$ cat src/hw/ocr_pkg.sv
// constants shared by the line-control register bank and its link controller
// Contract
// line control: write, set, clear addresses
// set ORs ones, clear clears ones
// bit 0 connects ID pull-up
// bits 1,2 D+/D- pull-downs, default on
// bit 3 discharges bus power, SRP only; the code drives the discharge pin from bit 3 in every mode
// bit 4 charges bus power, SRP only; the code drives the charge pin from bit 4 in every mode
// pump enable is bit 5 OR bit 6
// bit 7 picks off-chip power indicator
// rise enables: write, set, clear addresses
// rise enables flag low-to-high source edges
// fall enables: write, set, clear addresses
// fall enables flag high-to-low; 7:5 zero
// disconnect events only in host mode
// status byte shows five live sources
// status after reset is live, not fixed
// enabled edges latch; latch read clears
package ocr_pkg;
	localparam logic [5:0] OTG_LINE_CONTROL_ADDR  = 6'h0a;
	localparam logic [5:0] EVENT_RISE_ENABLE_ADDR = 6'h0d;
	localparam logic [5:0] EVENT_FALL_ENABLE_ADDR = 6'h10;
	localparam logic [5:0] EVENT_SOURCE_STATUS_ADDR = 6'h13;
	localparam logic [5:0] EVENT_LATCH_ADDR       = 6'h14;
	localparam logic [7:0] OTG_LINE_CONTROL_RESET = 8'h06;
	localparam logic [7:0] EVENT_ENABLE_RESET     = 8'h1f;
	localparam logic [7:0] EVENT_ENABLE_MASK      = 8'h1f;
	localparam logic [1:0] ACC_WRITE              = 2'h0;
	localparam logic [1:0] ACC_SET                = 2'h1;
	localparam logic [1:0] ACC_CLEAR              = 2'h2;
	localparam int BIT_ID_PULLUP   = 0;
	localparam int BIT_DP_PULLDOWN = 1;
	localparam int BIT_DM_PULLDOWN = 2;
	localparam int BIT_DISCHARGE   = 3;
	localparam int BIT_CHARGE      = 4;
	localparam int BIT_DRIVE       = 5;
	localparam int BIT_DRIVE_ALT   = 6;
	localparam int BIT_OFFCHIP_SEL = 7;
	localparam int SRC_HOST_DISC   = 0;
	localparam int SRC_VBUS_VALID  = 1;
	localparam logic OFFCHIP_INDICATOR_LEVEL = 1'b1;
	localparam logic [1:0] EDGE_ARM_CYCLES = 2'h3;
	// controller register map on the AXI4-Lite side
	localparam logic [3:0] CTRL_CMD_ADDR      = 4'h0;
	localparam logic [3:0] CTRL_STATUS_ADDR   = 4'h4;
	localparam logic [3:0] CTRL_IRQ_STAT_ADDR = 4'h8;
	localparam logic [3:0] CTRL_IRQ_MASK_ADDR = 4'hc;
	localparam int CMD_DATA_LSB  = 0;
	localparam int CMD_ADDR_LSB  = 8;
	localparam int CMD_WRITE_BIT = 16;
	localparam int STAT_BUSY_BIT = 0;
	localparam int STAT_DATA_LSB = 8;
	localparam int IRQ_DONE_BIT  = 0;
	localparam int IRQ_EVENT_BIT = 1;
	localparam logic [1:0] AXI_OKAY   = 2'h0;
	localparam logic [1:0] AXI_SLVERR = 2'h2;
endpackage

$ cat src/hw/ocr_link_if.sv
// register access link between controller and transceiver register bank
`timescale 1ns/1ps
`default_nettype none
interface ocr_link_if;
	logic       req;
	logic       wr;
	logic [5:0] addr;
	logic [7:0] wdata;
	logic       ack;
	logic [7:0] rdata;
	logic       evt;
	modport dev (input req, input wr, input addr, input wdata,
		output ack, output rdata, output evt);
	modport lnk (output req, output wr, output addr, output wdata,
		input ack, input rdata, input evt);
endinterface
`default_nettype wire

$ cat src/hw/ocr_phy_regs.sv
// transceiver side: line control, event enables, live status and latch
//
// Design decision made here: the req/ack link interface (ocr_link_if) to the registers.
`timescale 1ns/1ps
`default_nettype none
module ocr_phy_regs (
	input  wire logic  SYS_CLK_I,
	input  wire logic  RST_I,
	ocr_link_if.dev    link,
	input  wire logic  HOST_MODE_I,
	input  wire logic  HOST_DISCONNECT_I,
	input  wire logic  VBUS_COMPARATOR_I,
	input  wire logic  SESSION_LEVEL_VALID_I,
	input  wire logic  SESSION_ENDED_I,
	input  wire logic  ID_PIN_GROUNDED_I,
	output logic       ID_PIN_PULLUP_ENABLE_O,
	output logic       DPLUS_PULLDOWN_ENABLE_O,
	output logic       DMINUS_PULLDOWN_ENABLE_O,
	output logic       BUS_POWER_DISCHARGE_ENABLE_O,
	output logic       BUS_POWER_CHARGE_ENABLE_O,
	output logic       CHARGE_PUMP_ENABLE_PIN_O
);
	import ocr_pkg::*;

	typedef struct packed {
		logic [7:0] otg;
		logic [7:0] rise;
		logic [7:0] fall;
		logic [4:0] latch;
		logic [5:0] sync1;
		logic [5:0] sync2;
		logic [4:0] prev;
		logic [1:0] arm;
		logic       ack;
		logic [7:0] rdata;
		logic       evt;
		logic [5:0] pins;
	} ocr_dev_state_type;

	ocr_dev_state_type s_reg;
	ocr_dev_state_type s_next;

	// write, set or clear applied to one byte
	function automatic logic [7:0] apply_access(input logic [7:0] cur,
		input logic [7:0] wd, input logic [1:0] op);
		logic [7:0] r;
		r = cur;
		case (op)
			ACC_WRITE: r = wd;
			ACC_SET:   r = cur | wd;
			ACC_CLEAR: r = cur & ~wd;
			default:   r = cur;
		endcase
		return r;
	endfunction

	// whether one of the three access addresses of a byte was hit
	function automatic logic in_triple(input logic [5:0] a,
		input logic [5:0] base);
		return (a >= base) && (a <= base + 6'h2);
	endfunction

	logic [5:0] raw;
	logic [4:0] cur;
	logic [4:0] rise_ev;
	logic [4:0] fall_ev;
	logic [4:0] ev;
	logic       take;
	logic       is_host;

	assign raw = {HOST_MODE_I, ID_PIN_GROUNDED_I, SESSION_ENDED_I,
		SESSION_LEVEL_VALID_I, VBUS_COMPARATOR_I, HOST_DISCONNECT_I};

	always_comb begin
		s_next = s_reg;
		s_next.sync1 = raw;
		s_next.sync2 = s_reg.sync1;
		is_host = s_reg.sync2[5];
		cur = s_reg.sync2[4:0];
		// off-chip indicator is tied high on this part
		if (s_reg.otg[BIT_OFFCHIP_SEL]) begin
			cur[SRC_VBUS_VALID] = OFFCHIP_INDICATOR_LEVEL;
		end
		s_next.prev = cur;
		// edges are ignored until the synchroniser holds real samples
		if (s_reg.arm != EDGE_ARM_CYCLES) begin
			s_next.arm = s_reg.arm + 2'h1;
		end
		rise_ev = cur & ~s_reg.prev & s_reg.rise[4:0];
		fall_ev = ~cur & s_reg.prev & s_reg.fall[4:0];
		ev = rise_ev | fall_ev;
		if (!is_host) begin
			ev[SRC_HOST_DISC] = 1'b0;
		end
		if (s_reg.arm != EDGE_ARM_CYCLES) begin
			ev = 5'h00;
		end
		s_next.evt = |ev;
		take = link.req && !s_reg.ack;
		s_next.ack = take;
		s_next.latch = s_reg.latch | ev;
		if (take) begin
			s_next.rdata = 8'h00;
			if (in_triple(link.addr, OTG_LINE_CONTROL_ADDR)) begin
				s_next.rdata = s_reg.otg;
				if (link.wr) begin
					s_next.otg = apply_access(s_reg.otg, link.wdata,
						2'(link.addr - OTG_LINE_CONTROL_ADDR));
				end
			end
			if (in_triple(link.addr, EVENT_RISE_ENABLE_ADDR)) begin
				s_next.rdata = s_reg.rise;
				if (link.wr) begin
					s_next.rise = apply_access(s_reg.rise, link.wdata,
						2'(link.addr - EVENT_RISE_ENABLE_ADDR))
						& EVENT_ENABLE_MASK;
				end
			end
			if (in_triple(link.addr, EVENT_FALL_ENABLE_ADDR)) begin
				s_next.rdata = s_reg.fall;
				if (link.wr) begin
					s_next.fall = apply_access(s_reg.fall, link.wdata,
						2'(link.addr - EVENT_FALL_ENABLE_ADDR))
						& EVENT_ENABLE_MASK;
				end
			end
			if (link.addr == EVENT_SOURCE_STATUS_ADDR) begin
				s_next.rdata = {3'h0, cur};
			end
			if (link.addr == EVENT_LATCH_ADDR && !link.wr) begin
				s_next.rdata = {3'h0, s_reg.latch};
				// an edge in the same cycle survives the clear
				s_next.latch = ev;
			end
			// writes answer zero so a stale byte never passes as read data
			if (link.wr) begin
				s_next.rdata = 8'h00;
			end
		end
		s_next.pins[0] = s_next.otg[BIT_ID_PULLUP];
		s_next.pins[1] = s_next.otg[BIT_DP_PULLDOWN];
		s_next.pins[2] = s_next.otg[BIT_DM_PULLDOWN];
		s_next.pins[3] = s_next.otg[BIT_DISCHARGE];
		s_next.pins[4] = s_next.otg[BIT_CHARGE];
		s_next.pins[5] = s_next.otg[BIT_DRIVE]
			| s_next.otg[BIT_DRIVE_ALT];
	end

	always_ff @(posedge SYS_CLK_I) begin
		if (RST_I) begin
			s_reg.otg   <= OTG_LINE_CONTROL_RESET;
			s_reg.rise  <= EVENT_ENABLE_RESET;
			s_reg.fall  <= EVENT_ENABLE_RESET;
			s_reg.latch <= 5'h00;
			s_reg.sync1 <= 6'h00;
			s_reg.sync2 <= 6'h00;
			s_reg.prev  <= 5'h00;
			s_reg.arm   <= 2'h0;
			s_reg.ack   <= 1'b0;
			s_reg.rdata <= 8'h00;
			s_reg.evt   <= 1'b0;
			s_reg.pins  <= {OTG_LINE_CONTROL_RESET[BIT_DRIVE]
				| OTG_LINE_CONTROL_RESET[BIT_DRIVE_ALT],
				OTG_LINE_CONTROL_RESET[4:0]};
		end else begin
			s_reg <= s_next;
		end
	end

	assign link.ack = s_reg.ack;
	assign link.rdata = s_reg.rdata;
	assign link.evt = s_reg.evt;
	assign ID_PIN_PULLUP_ENABLE_O = s_reg.pins[0];
	assign DPLUS_PULLDOWN_ENABLE_O = s_reg.pins[1];
	assign DMINUS_PULLDOWN_ENABLE_O = s_reg.pins[2];
	assign BUS_POWER_DISCHARGE_ENABLE_O = s_reg.pins[3];
	assign BUS_POWER_CHARGE_ENABLE_O = s_reg.pins[4];
	assign CHARGE_PUMP_ENABLE_PIN_O = s_reg.pins[5];
endmodule
`default_nettype wire

$ cat src/flat_wrapper.sv
// flat-port wrapper written by rule: the top's interface ports become plain ports
module ocr_phy_regs_flat import ocr_pkg::*;
  (SYS_CLK_I, RST_I, HOST_MODE_I, HOST_DISCONNECT_I, VBUS_COMPARATOR_I, SESSION_LEVEL_VALID_I, SESSION_ENDED_I, ID_PIN_GROUNDED_I, ID_PIN_PULLUP_ENABLE_O, DPLUS_PULLDOWN_ENABLE_O, DMINUS_PULLDOWN_ENABLE_O, BUS_POWER_DISCHARGE_ENABLE_O, BUS_POWER_CHARGE_ENABLE_O, CHARGE_PUMP_ENABLE_PIN_O, link_req, link_wr, link_addr, link_wdata, link_ack, link_rdata, link_evt);
  ocr_link_if link_i ();
  input  wire logic SYS_CLK_I;
  input  wire logic RST_I;
  input  wire logic HOST_MODE_I;
  input  wire logic HOST_DISCONNECT_I;
  input  wire logic VBUS_COMPARATOR_I;
  input  wire logic SESSION_LEVEL_VALID_I;
  input  wire logic SESSION_ENDED_I;
  input  wire logic ID_PIN_GROUNDED_I;
  output logic ID_PIN_PULLUP_ENABLE_O;
  output logic DPLUS_PULLDOWN_ENABLE_O;
  output logic DMINUS_PULLDOWN_ENABLE_O;
  output logic BUS_POWER_DISCHARGE_ENABLE_O;
  output logic BUS_POWER_CHARGE_ENABLE_O;
  output logic CHARGE_PUMP_ENABLE_PIN_O;
  input wire logic [$bits(link_i.req)-1:0] link_req;
  input wire logic [$bits(link_i.wr)-1:0] link_wr;
  input wire logic [$bits(link_i.addr)-1:0] link_addr;
  input wire logic [$bits(link_i.wdata)-1:0] link_wdata;
  output wire logic [$bits(link_i.ack)-1:0] link_ack;
  output wire logic [$bits(link_i.rdata)-1:0] link_rdata;
  output wire logic [$bits(link_i.evt)-1:0] link_evt;
  assign link_i.req = link_req;
  assign link_i.wr = link_wr;
  assign link_i.addr = link_addr;
  assign link_i.wdata = link_wdata;
  assign link_ack = link_i.ack;
  assign link_rdata = link_i.rdata;
  assign link_evt = link_i.evt;
  ocr_phy_regs u_core (.SYS_CLK_I(SYS_CLK_I), .RST_I(RST_I), .link(link_i), .HOST_MODE_I(HOST_MODE_I), .HOST_DISCONNECT_I(HOST_DISCONNECT_I), .VBUS_COMPARATOR_I(VBUS_COMPARATOR_I), .SESSION_LEVEL_VALID_I(SESSION_LEVEL_VALID_I), .SESSION_ENDED_I(SESSION_ENDED_I), .ID_PIN_GROUNDED_I(ID_PIN_GROUNDED_I), .ID_PIN_PULLUP_ENABLE_O(ID_PIN_PULLUP_ENABLE_O), .DPLUS_PULLDOWN_ENABLE_O(DPLUS_PULLDOWN_ENABLE_O), .DMINUS_PULLDOWN_ENABLE_O(DMINUS_PULLDOWN_ENABLE_O), .BUS_POWER_DISCHARGE_ENABLE_O(BUS_POWER_DISCHARGE_ENABLE_O), .BUS_POWER_CHARGE_ENABLE_O(BUS_POWER_CHARGE_ENABLE_O), .CHARGE_PUMP_ENABLE_PIN_O(CHARGE_PUMP_ENABLE_PIN_O));
endmodule
$ cat config.mk
export PLATFORM = sky130hd
export DESIGN_NAME = ocr_phy_regs_flat
export DESIGN_NICKNAME = d
export VERILOG_FILES = /design/src/hw/ocr_pkg.sv /design/src/hw/ocr_link_if.sv /design/src/hw/ocr_phy_regs.sv /design/src/flat_wrapper.sv
export SDC_FILE = /design/constraint.sdc
export NUM_CORES = 1
export LEC_CHECK = 0
export BUFFER_PORTS_ARGS = -buffer_cell sky130_fd_sc_hd__buf_2
export CORE_ASPECT_RATIO = 0.8
export CORE_MARGIN = 2
export CORE_UTILIZATION = 57
export DETAILED_ROUTE_END_ITERATION = 6
export PLACE_DENSITY = 0.8
export RECOVER_POWER = 100
export SYNTH_ARGS = -nofsm -noshare
export SYNTH_HDL_FRONTEND = slang
export SYNTH_SLANG_ARGS = --single-unit
$ cat constraint.sdc
create_clock -name SYS_CLK_I -period 2.3 [get_ports SYS_CLK_I]
set_input_delay 0.46 -clock SYS_CLK_I [delete_from_list [all_inputs] [get_ports SYS_CLK_I]]
set_output_delay 0.46 -clock SYS_CLK_I [all_outputs]
set_load 0.01 [all_outputs]
==> flow_metrics.env, run 1 <==
export IMPL_outcome="complete, no violations"
export IMPL_n_antenna_cell=0
export IMPL_clock_latency_ps=310
export IMPL_grt_pass1_vias=2012
export IMPL_rr_endpoint="u_core.link.rdata[2]$_SDFFE_PP0P_"
export IMPL_path_clk_slew_ps=100
export IMPL_start_util=0.5920
export IMPL_fillers=420
export IMPL_clockRootBuffer="clkbuf_8"
export IMPL_worstHoldStart="ID_PIN_GROUNDED_I"
export IMPL_cp_data_required_time_ps=2480
export IMPL_synth_fp_nets=317
export IMPL_placement_io_buffers=39
export IMPL_post_route_period_util=0.8854
export IMPL_ys_ff_latch=53
export IMPL_cp_start_kind="input port"
export IMPL_crit_path_max_fanout=6
export IMPL_reg2reg_slack_ps=550
export IMPL_crit_start="link_addr[1]"
export IMPL_antenna_found_initial=0
export IMPL_syn_area_um2=2705
export IMPL_max_freq_ghz=0.4910
export IMPL_r2r_start="u_core.link.ack$_SDFF_PP0_"
export IMPL_area_delta_synth_final_pct=8.649
export IMPL_clk_path_buf_depth=2
export IMPL_netlist_instances=285
export IMPL_die_x_um=81.02
export IMPL_grt_max_degree=42
export IMPL_max_cap_viol_count=0
export IMPL_power_density_nw_per_um2=588.3
export IMPL_cts_sinks=53
export IMPL_synth_edf_count=0
export IMPL_cts_resized=0
export IMPL_h_tree_depth=2
export IMPL_wl_per_cell_um=16.91
export IMPL_final_net_count=342
export IMPL_gr_total_overflow=0
export IMPL_async_flop_share=0
export IMPL_avgSynthCellArea_um2=9.492
export IMPL_synth_cell_type_count=53
export IMPL_clock_skew_final_ps=8.630
export IMPL_holdWs_ps=342.5
export IMPL_ys_top_cells_by_area="dfxtp_1 (39%), nor2b_1 (5.6%), ha_1 (3.7%), o21ai_0 (3.0%), a211oi_1 (2.8%)"
export IMPL_utilization=0.6432
export IMPL_cts_tree="built"
export IMPL_hold_violations=0
export IMPL_final_min_clock_period_ps=2037
export IMPL_largest_reg_flops=26
export IMPL_firstDrtPassIters=5
export IMPL_peakVddDrop_v=0.0004501
export IMPL_final_common_cell="dfxtp_1"
export IMPL_cts_setup_buffers=0
export IMPL_min_path_cells=2
export IMPL_leakage_nw=0.9992
export IMPL_drcViolationCount=0
export IMPL_dieArea_um2=5316
export IMPL_num_rows=22
export IMPL_drv_slew=0
export IMPL_ios=40
export IMPL_grt_pass1_wl_mm=10.24
export IMPL_min_to="u_core.s_next[27]$_SDFF_PP0_"
export IMPL_rsz0062_at_grt="false"
export IMPL_setup_slack_ps=263.5
export IMPL_dp_hpwl_mm=4.670
export IMPL_crit_type="in -> reg"
export IMPL_stdcell_count=371
export IMPL_yosys_most_used_dff="dfxtp_1"
export IMPL_critPathCaptureType="register"
export IMPL_drt_iter0_drc=321
export IMPL_cp_arrival_ps=2210
export IMPL_ant_nets=0
export IMPL_gp_routability_congestion=0.9947
export IMPL_die_y_um=65.62
export IMPL_dpl_instance_area_um2=2880
export IMPL_reg2regPathDepth=4
export IMPL_hp_class="in -> reg"
export IMPL_synth_warnings=0
export IMPL_yosysTopAreaCellShare=0.3922
export IMPL_seq_area_frac_synth=0.3922
export IMPL_setup_viol=0
export IMPL_ctsHoldBuffers=0
export IMPL_via_per_inst=6.270
export IMPL_total_power_mw=1.729
export IMPL_timing_slew_headroom=0.4772
export IMPL_core_area_um2=4569
export IMPL_dp_cells=363
export IMPL_worstMarginPinSlew_ps=784.2
export IMPL_synth_area_leader_cell="dfxtp_1"
export IMPL_finalSetupTns_ps=0
export IMPL_layout_drive_gt1_share=0.1576
export IMPL_pre_cts_ws_ps=175.4
export IMPL_num_vias=2326
export IMPL_cts_inserted_buffers=5
export IMPL_most_common_layout_cells="dfxtp_1 (53), nor2b_1 (24), buf_2 (21)"
export IMPL_fin_area_um2=2939
export IMPL_drt_total_wl_mm=6.275
export IMPL_gr_usage_all_layers=0.2533
-- how the worst max path moves through the flow --
stage | depth (start not counted) | slack, ps | to
after global routing | 7 | 180 | u_core.link.rdata[1]$_SDFFE_PP0P_
after floorplan | 6 | 340 | u_core.s_reg[61]$_SDFF_PP0_
final | 7 | 260 | u_core.link.rdata[1]$_SDFFE_PP0P_
after global placement | 7 | 280 | u_core.s_reg[37]$_SDFF_PP0_
after CTS | 7 | 480 | u_core.link.rdata[1]$_SDFFE_PP0P_
after detailed placement | 7 | 180 | u_core.link.rdata[1]$_SDFFE_PP0P_
-- cells by family after synthesis --
family / after synthesis / share of synthesized area
buffers and inverters: 36 / 0.06707
muxes: 7 / 0.02729
adders and majority gates: 8 / 0.03700
and+or+nand+nor: 92 / 0.2280
DFF: 53 / 0.3922
AOI/OAI and AO/OA: 83 / 0.2290
xor gates and xnor gates: 6 / 0.01943
-- routing by layer --
layer | part of all wire | GRT usage | up-vias
met5 | 0 | 0 | -
met4 | 0.022 | 0.09322 | 0
met3 | 0.11 | 0.07280 | 16
met2 | 0.41 | 0.3430 | 130
met1 | 0.46 | 0.3764 | 1088
li1 | - | - | 1092
-- critical path, cell delays in order --
cell,delay [ps]
buf_2,140
inv_1,100
ha_1,250
mux2i_1,490
nor2_1,240
a311oi_1,390
o32ai_1,140
-- final cells by class --
class	count	area, um^2	share of cell area
inverters	7	26.28	0.008940
well taps	60	75.07	0.02554
flip-flops and latches	53	1061	0.3610
multi-input cells	196	1456	0.4955
clock inverters	3	28.78	0.009791
clock buffers	5	68.82	0.02341
repair buffers	47	222.7	0.07578
-- power breakdown --
| part | switching [mW] | internal [mW] | total [mW] |
|---|---|---|---|
| sequential | 0.0151 | 0.944 | 0.959 |
| clock | 0.329 | 0.228 | 0.557 |
| combinational | 0.130 | 0.0835 | 0.213 |
-- cells in the mapped netlist (6+ instances only) --
master	number
ha_1	8
nor2_1	13
a21oi_1	10
nor3b_1	6
nand3b_1	9
dfxtp_1	53
buf_4	10
clkbuf_1	16
nor2b_1	24
a31oi_1	7
nand2_1	14
a211oi_1	10
o21ai_0	16
mux2i_1	6
inv_1	7
(Power assumes the default switching activity.)
==> run 2, diff against run 1 <==
--- a/config.mk
+++ b/config.mk
@@ -8,9 +8,9 @@
 export BUFFER_PORTS_ARGS = -buffer_cell sky130_fd_sc_hd__buf_2
 export CORE_ASPECT_RATIO = 0.8
 export CORE_MARGIN = 2
-export CORE_UTILIZATION = 57
+export CORE_UTILIZATION = 61
 export DETAILED_ROUTE_END_ITERATION = 6
-export PLACE_DENSITY = 0.8
+export PLACE_DENSITY = 0.84
 export RECOVER_POWER = 100
 export SYNTH_ARGS = -nofsm -noshare
 export SYNTH_HDL_FRONTEND = slang
==> constraint.sdc (replaced) <==
create_clock -name SYS_CLK_I -period 2.6 [get_ports SYS_CLK_I]
set_input_delay 0.52 -clock SYS_CLK_I [delete_from_list [all_inputs] [get_ports SYS_CLK_I]]
set_output_delay 0.52 -clock SYS_CLK_I [all_outputs]
set_load 0.01 [all_outputs]
==> flow_metrics.env, run 2 (synthesis results as in run 1) <==
export IMPL_outcome="complete, no violations"
export IMPL_num_vias=2315
export IMPL_ios=40
export IMPL_dieArea_um2=4986
export IMPL_drt_iter0_drc=184
export IMPL_post_route_period_util=0.8790
export IMPL_placement_io_buffers=39
export IMPL_setup_viol=0
export IMPL_final_net_count=339
export IMPL_reg2regPathDepth=4
export IMPL_hold_violations=0
export IMPL_setup_slack_ps=314.6
export IMPL_cp_arrival_ps=2500
export IMPL_max_cap_viol_count=0
export IMPL_timing_slew_headroom=0.3750
export IMPL_drcViolationCount=0
export IMPL_via_per_inst=6.342
export IMPL_firstDrtPassIters=5
export IMPL_n_antenna_cell=0
export IMPL_cts_sinks=53
export IMPL_power_density_nw_per_um2=526.1
export IMPL_r2r_start="u_core.link.ack$_SDFF_PP0_"
export IMPL_grt_pass1_wl_mm=10.21
export IMPL_clockRootBuffer="clkbuf_8"
export IMPL_reg2reg_slack_ps=660
export IMPL_pre_cts_ws_ps=161.0
export IMPL_ant_nets=0
export IMPL_most_common_layout_cells="dfxtp_1 (53), nor2b_1 (24), buf_2 (21)"
export IMPL_die_y_um=63.56
export IMPL_critPathCaptureType="register"
export IMPL_final_min_clock_period_ps=2285
export IMPL_layout_drive_gt1_share=0.1591
export IMPL_grt_max_degree=34
export IMPL_clock_latency_ps=320
export IMPL_peakVddDrop_v=0.0003796
export IMPL_dp_hpwl_mm=4.726
export IMPL_hp_class="in -> reg"
export IMPL_gr_usage_all_layers=0.2629
export IMPL_dpl_instance_area_um2=2854
export IMPL_crit_start="link_addr[0]"
export IMPL_cts_tree="built"
export IMPL_holdWs_ps=409.1
export IMPL_crit_path_max_fanout=11
export IMPL_area_delta_synth_final_pct=7.308
export IMPL_total_power_mw=1.527
export IMPL_fin_area_um2=2903
export IMPL_clk_path_buf_depth=2
export IMPL_drt_total_wl_mm=6.317
export IMPL_ctsHoldBuffers=0
export IMPL_cts_setup_buffers=0
export IMPL_worstMarginPinSlew_ps=929.0
export IMPL_core_area_um2=4230
export IMPL_dp_cells=357
export IMPL_drv_slew=0
export IMPL_path_clk_slew_ps=110
export IMPL_die_x_um=78.45
export IMPL_finalSetupTns_ps=0
export IMPL_utilization=0.6862
export IMPL_gr_total_overflow=0
export IMPL_num_rows=21
export IMPL_cts_resized=0
export IMPL_leakage_nw=0.9800
export IMPL_cts_inserted_buffers=5
export IMPL_endpoint="u_core.s_reg[63]$_SDFFE_PP0P_"
export IMPL_cp_data_required_time_ps=2820
export IMPL_clock_skew_final_ps=9.536
export IMPL_grt_pass1_vias=2005
export IMPL_largest_reg_flops=26
export IMPL_start_util=0.6395
export IMPL_crit_type="in -> reg"
export IMPL_stdcell_count=365
export IMPL_rr_endpoint="u_core.s_reg[43]$_SDFFE_PP1P_"
export IMPL_wl_per_cell_um=17.31
export IMPL_antenna_found_initial=0
export IMPL_h_tree_depth=2
export IMPL_max_freq_ghz=0.4376
export IMPL_final_common_cell="dfxtp_1"
export IMPL_cp_start_kind="input port"
export IMPL_rsz0062_at_grt="false"
export IMPL_gp_routability_congestion=0.9248
run 2: layer usage:
| layer | vias to the layer above | GRT usage | wire length [um] |
|---|---|---|---|
| li1 | 1093 | - | - |
| met1 | 1061 | 0.3788 | 2833 |
| met2 | 139 | 0.3772 | 2672 |
| met3 | 22 | 0.06734 | 662 |
| met4 | 0 | 0.09649 | 149 |
| met5 | - | 0 | 0 |
run 2: cell type report:
type / count / area, um^2
Clock buffer: 5 / 68.82
Multi-Input combinational cell: 196 / 1439
Fill cell: 344 / 1328
Timing Repair Buffer: 44 / 210.2
Clock inverter: 3 / 26.28
Inverter: 7 / 26.28
Tap cell: 57 / 71.32
Sequential cell: 53 / 1061
run 2: power breakdown:
group	total [mW]	internal [mW]	switching (mW)
clock network	0.489	0.196	0.293
logic	0.189	0.0748	0.114
registers	0.849	0.835	0.0137
total	1.53	1.11	0.421
run 2: worst min path at each step:
stage / to / startpoint / cells after the start / slack, ps
6_report: u_core.s_next[27]$_SDFF_PP0_ / ID_PIN_GROUNDED_I / 2 / 410
5_1_grt: u_core.s_next[27]$_SDFF_PP0_ / ID_PIN_GROUNDED_I / 2 / 400
3_5_place_dp: u_core.cur[0]$_SDFF_PP0_ / u_core.s_next[23]$_SDFF_PP0_ / 1 / 430
4_1_cts: u_core.s_next[27]$_SDFF_PP0_ / ID_PIN_GROUNDED_I / 2 / 400
3_3_place_gp: u_core.cur[3]$_SDFF_PP0_ / u_core.s_next[26]$_SDFF_PP0_ / 1 / 420
2_1_floorplan: u_core.cur[0]$_SDFF_PP0_ / u_core.s_next[23]$_SDFF_PP0_ / 1 / 410
run 2: critical path, cell delays in order:
cell and delay, ps:
buf_2 140, inv_1 140, ha_1 460, mux2i_2 210, nor4_2 530, o21ai_0 200
a32o_1 300
==> run 3, diff against run 2 <==
--- a/config.mk
+++ b/config.mk
@@ -6,12 +6,12 @@
 export NUM_CORES = 1
 export LEC_CHECK = 0
 export BUFFER_PORTS_ARGS = -buffer_cell sky130_fd_sc_hd__buf_2
-export CORE_ASPECT_RATIO = 0.8
+export CORE_ASPECT_RATIO = 0.75
 export CORE_MARGIN = 2
 export CORE_UTILIZATION = 61
+export CTS_CLUSTER_DIAMETER = 150
 export DETAILED_ROUTE_END_ITERATION = 6
 export PLACE_DENSITY = 0.84
-export RECOVER_POWER = 100
 export SYNTH_ARGS = -nofsm -noshare
 export SYNTH_HDL_FRONTEND = slang
 export SYNTH_SLANG_ARGS = --single-unit
==> flow_metrics.env, run 3 (synthesis results as in run 1) <==
export IMPL_clock_latency_ps=320
export IMPL_h_tree_depth=2
export IMPL_pre_cts_ws_ps=303.7
export IMPL_max_cap_viol_count=0
export IMPL_gr_total_overflow=0
export IMPL_finalSetupTns_ps=0
export IMPL_gp_routability_congestion=0.9372
export IMPL_cts_resized=0
export IMPL_dpl_instance_area_um2=2851
export IMPL_swShare=0.2822
export IMPL_clockRootBuffer="clkbuf_8"
export IMPL_n_antenna_cell=0
export IMPL_peakVddDrop_v=0.0003532
export IMPL_max_freq_ghz=0.4993
export IMPL_worstMarginPinSlew_ps=611.0
export IMPL_post_route_period_util=0.7702
export IMPL_dp_cells=355
export IMPL_cts_setup_buffers=0
export IMPL_power_frac_clock=0.328
export IMPL_crit_type="in -> reg"
export IMPL_final_net_count=339
export IMPL_die_x_um=80.90
export IMPL_r2r_start="u_core.link.ack$_SDFF_PP0_"
export IMPL_gr_usage_all_layers=0.2837
export IMPL_firstDrtPassIters=4
export IMPL_hp_class="in -> reg"
export IMPL_stdcell_count=363
export IMPL_dp_hpwl_mm=4.866
export IMPL_cts_sinks=53
export IMPL_final_common_cell="dfxtp_1"
export IMPL_drt_total_wl_mm=6.569
export IMPL_reg2regPathDepth=4
export IMPL_fin_area_um2=2949
export IMPL_utilization=0.7099
export IMPL_via_per_inst=6.383
export IMPL_holdWs_ps=403.0
export IMPL_ctsHoldBuffers=0
export IMPL_layout_drive_gt1_share=0.2208
export IMPL_ios=40
export IMPL_ant_nets=0
export IMPL_critPathCaptureType="register"
export IMPL_cts_tree="built"
export IMPL_worstHoldStart="HOST_DISCONNECT_I"
export IMPL_hold_violations=0
export IMPL_reg2reg_slack_ps=800
export IMPL_setup_slack_ps=597.4
export IMPL_most_common_layout_cells="dfxtp_1 (53), buf_2 (39), nor2b_1 (24)"
export IMPL_comb_power_share=0.125
export IMPL_crit_path_max_fanout=6
export IMPL_drv_slew=0
export IMPL_cp_start_kind="input port"
export IMPL_p_seq_frac=0.548
export IMPL_die_y_um=61.67
export IMPL_power_density_nw_per_um2=525.8
export IMPL_largest_reg_flops=26
export IMPL_drt_iter0_drc=271
export IMPL_grt_max_degree=32
export IMPL_setup_viol=0
export IMPL_internal_power_mw=1.113
export IMPL_area_delta_synth_final_pct=9.020
export IMPL_drcViolationCount=0
export IMPL_min_path_cells=2
export IMPL_core_area_um2=4154
export IMPL_start_util=0.6512
export IMPL_outcome="complete, no violations"
export IMPL_timing_slew_headroom=0.5924
export IMPL_num_rows=20
export IMPL_rsz0062_at_grt="false"
export IMPL_dieArea_um2=4989
export IMPL_clk_path_buf_depth=2
export IMPL_antenna_found_initial=0
export IMPL_wl_per_cell_um=18.10
export IMPL_cp_arrival_ps=2190
export IMPL_path_clk_slew_ps=100
export IMPL_p_sw_mw=0.4376
export IMPL_leakage_nw=1.061
export IMPL_rr_endpoint="u_core.link.rdata[0]$_SDFFE_PP0P_"
export IMPL_grt_pass1_wl_mm=10.38
export IMPL_cts_inserted_buffers=5
export IMPL_clock_skew_final_ps=11.91
export IMPL_total_power_mw=1.551
export IMPL_grt_pass1_vias=2087
export IMPL_min_to="u_core.s_next[23]$_SDFF_PP0_"
export IMPL_placement_io_buffers=39
export IMPL_num_vias=2317
export IMPL_final_min_clock_period_ps=2003
export IMPL_cp_data_required_time_ps=2790
[run 3: cell types whose count changed in the layout (fill, tap and decap cells not counted), sizes merged]
cell | before | now
clkbuf | 23 | 5
clkinvlp | 2 | 0
buf | 26 | 44
inv | 8 | 9
clkinv | 0 | 1
[run 3: worst max-delay path, cell delays in order]
cell      delay, ps
buf_2           150
inv_1           100
ha_1            280
mux2i_2         390
nor2_1          210
a311oi_1        400
o32ai_1         140
[run 3: power groups by stage]
stage	Sequential [mW]	Clock [mW]	Combinational, mW
2_1_floorplan	0.864	0	0.137
3_3_place_gp	0.866	0	0.184
3_5_place_dp	0.867	0	0.190
4_1_cts	0.849	0.512	0.191
5_1_grt	0.852	0.537	0.213
6_report	0.849	0.508	0.193
[run 3: cell type report]
| class | count | area (um^2) |
|---|---|---|
| Timing Repair Buffer | 44 | 232.7 |
| Multi-Input combinational cell | 196 | 1463 |
| Sequential cell | 53 | 1061 |
| Inverter | 7 | 26.28 |
| Tap cell | 55 | 68.82 |
| Clock inverter | 3 | 28.78 |
| Clock buffer | 5 | 68.82 |
| Fill cell | 337 | 1205 |
[run 3: how the worst max path moves through the flow]
stage	cells after the start	slack (ps)	startpoint	endpoint
after floorplan	6	580	link_addr[0]	u_core.s_reg[61]$_SDFF_PP0_
after global placement	7	440	link_addr[1]	u_core.s_reg[37]$_SDFF_PP0_
after detailed placement	7	300	link_addr[1]	u_core.link.rdata[0]$_SDFFE_PP0P_
after CTS	7	650	link_addr[1]	u_core.link.rdata[3]$_SDFFE_PP0P_
after global routing	7	540	link_addr[1]	u_core.link.rdata[3]$_SDFFE_PP0P_
final	7	600	link_addr[1]	u_core.link.rdata[3]$_SDFFE_PP0P_
[run 3: layer usage]
| metal | routed length, um | share of wire | vias up | track usage |
|---|---|---|---|---|
| met3 | 670 | 0.10 | 6 | 0.06305 |
| li1 | - | - | 1086 | - |
| met5 | 0 | 0 | - | 0 |
| met1 | 3016 | 0.46 | 1104 | 0.4064 |
| met4 | 65 | 0.0099 | 0 | 0.08232 |
| met2 | 2816 | 0.43 | 121 | 0.4345 |
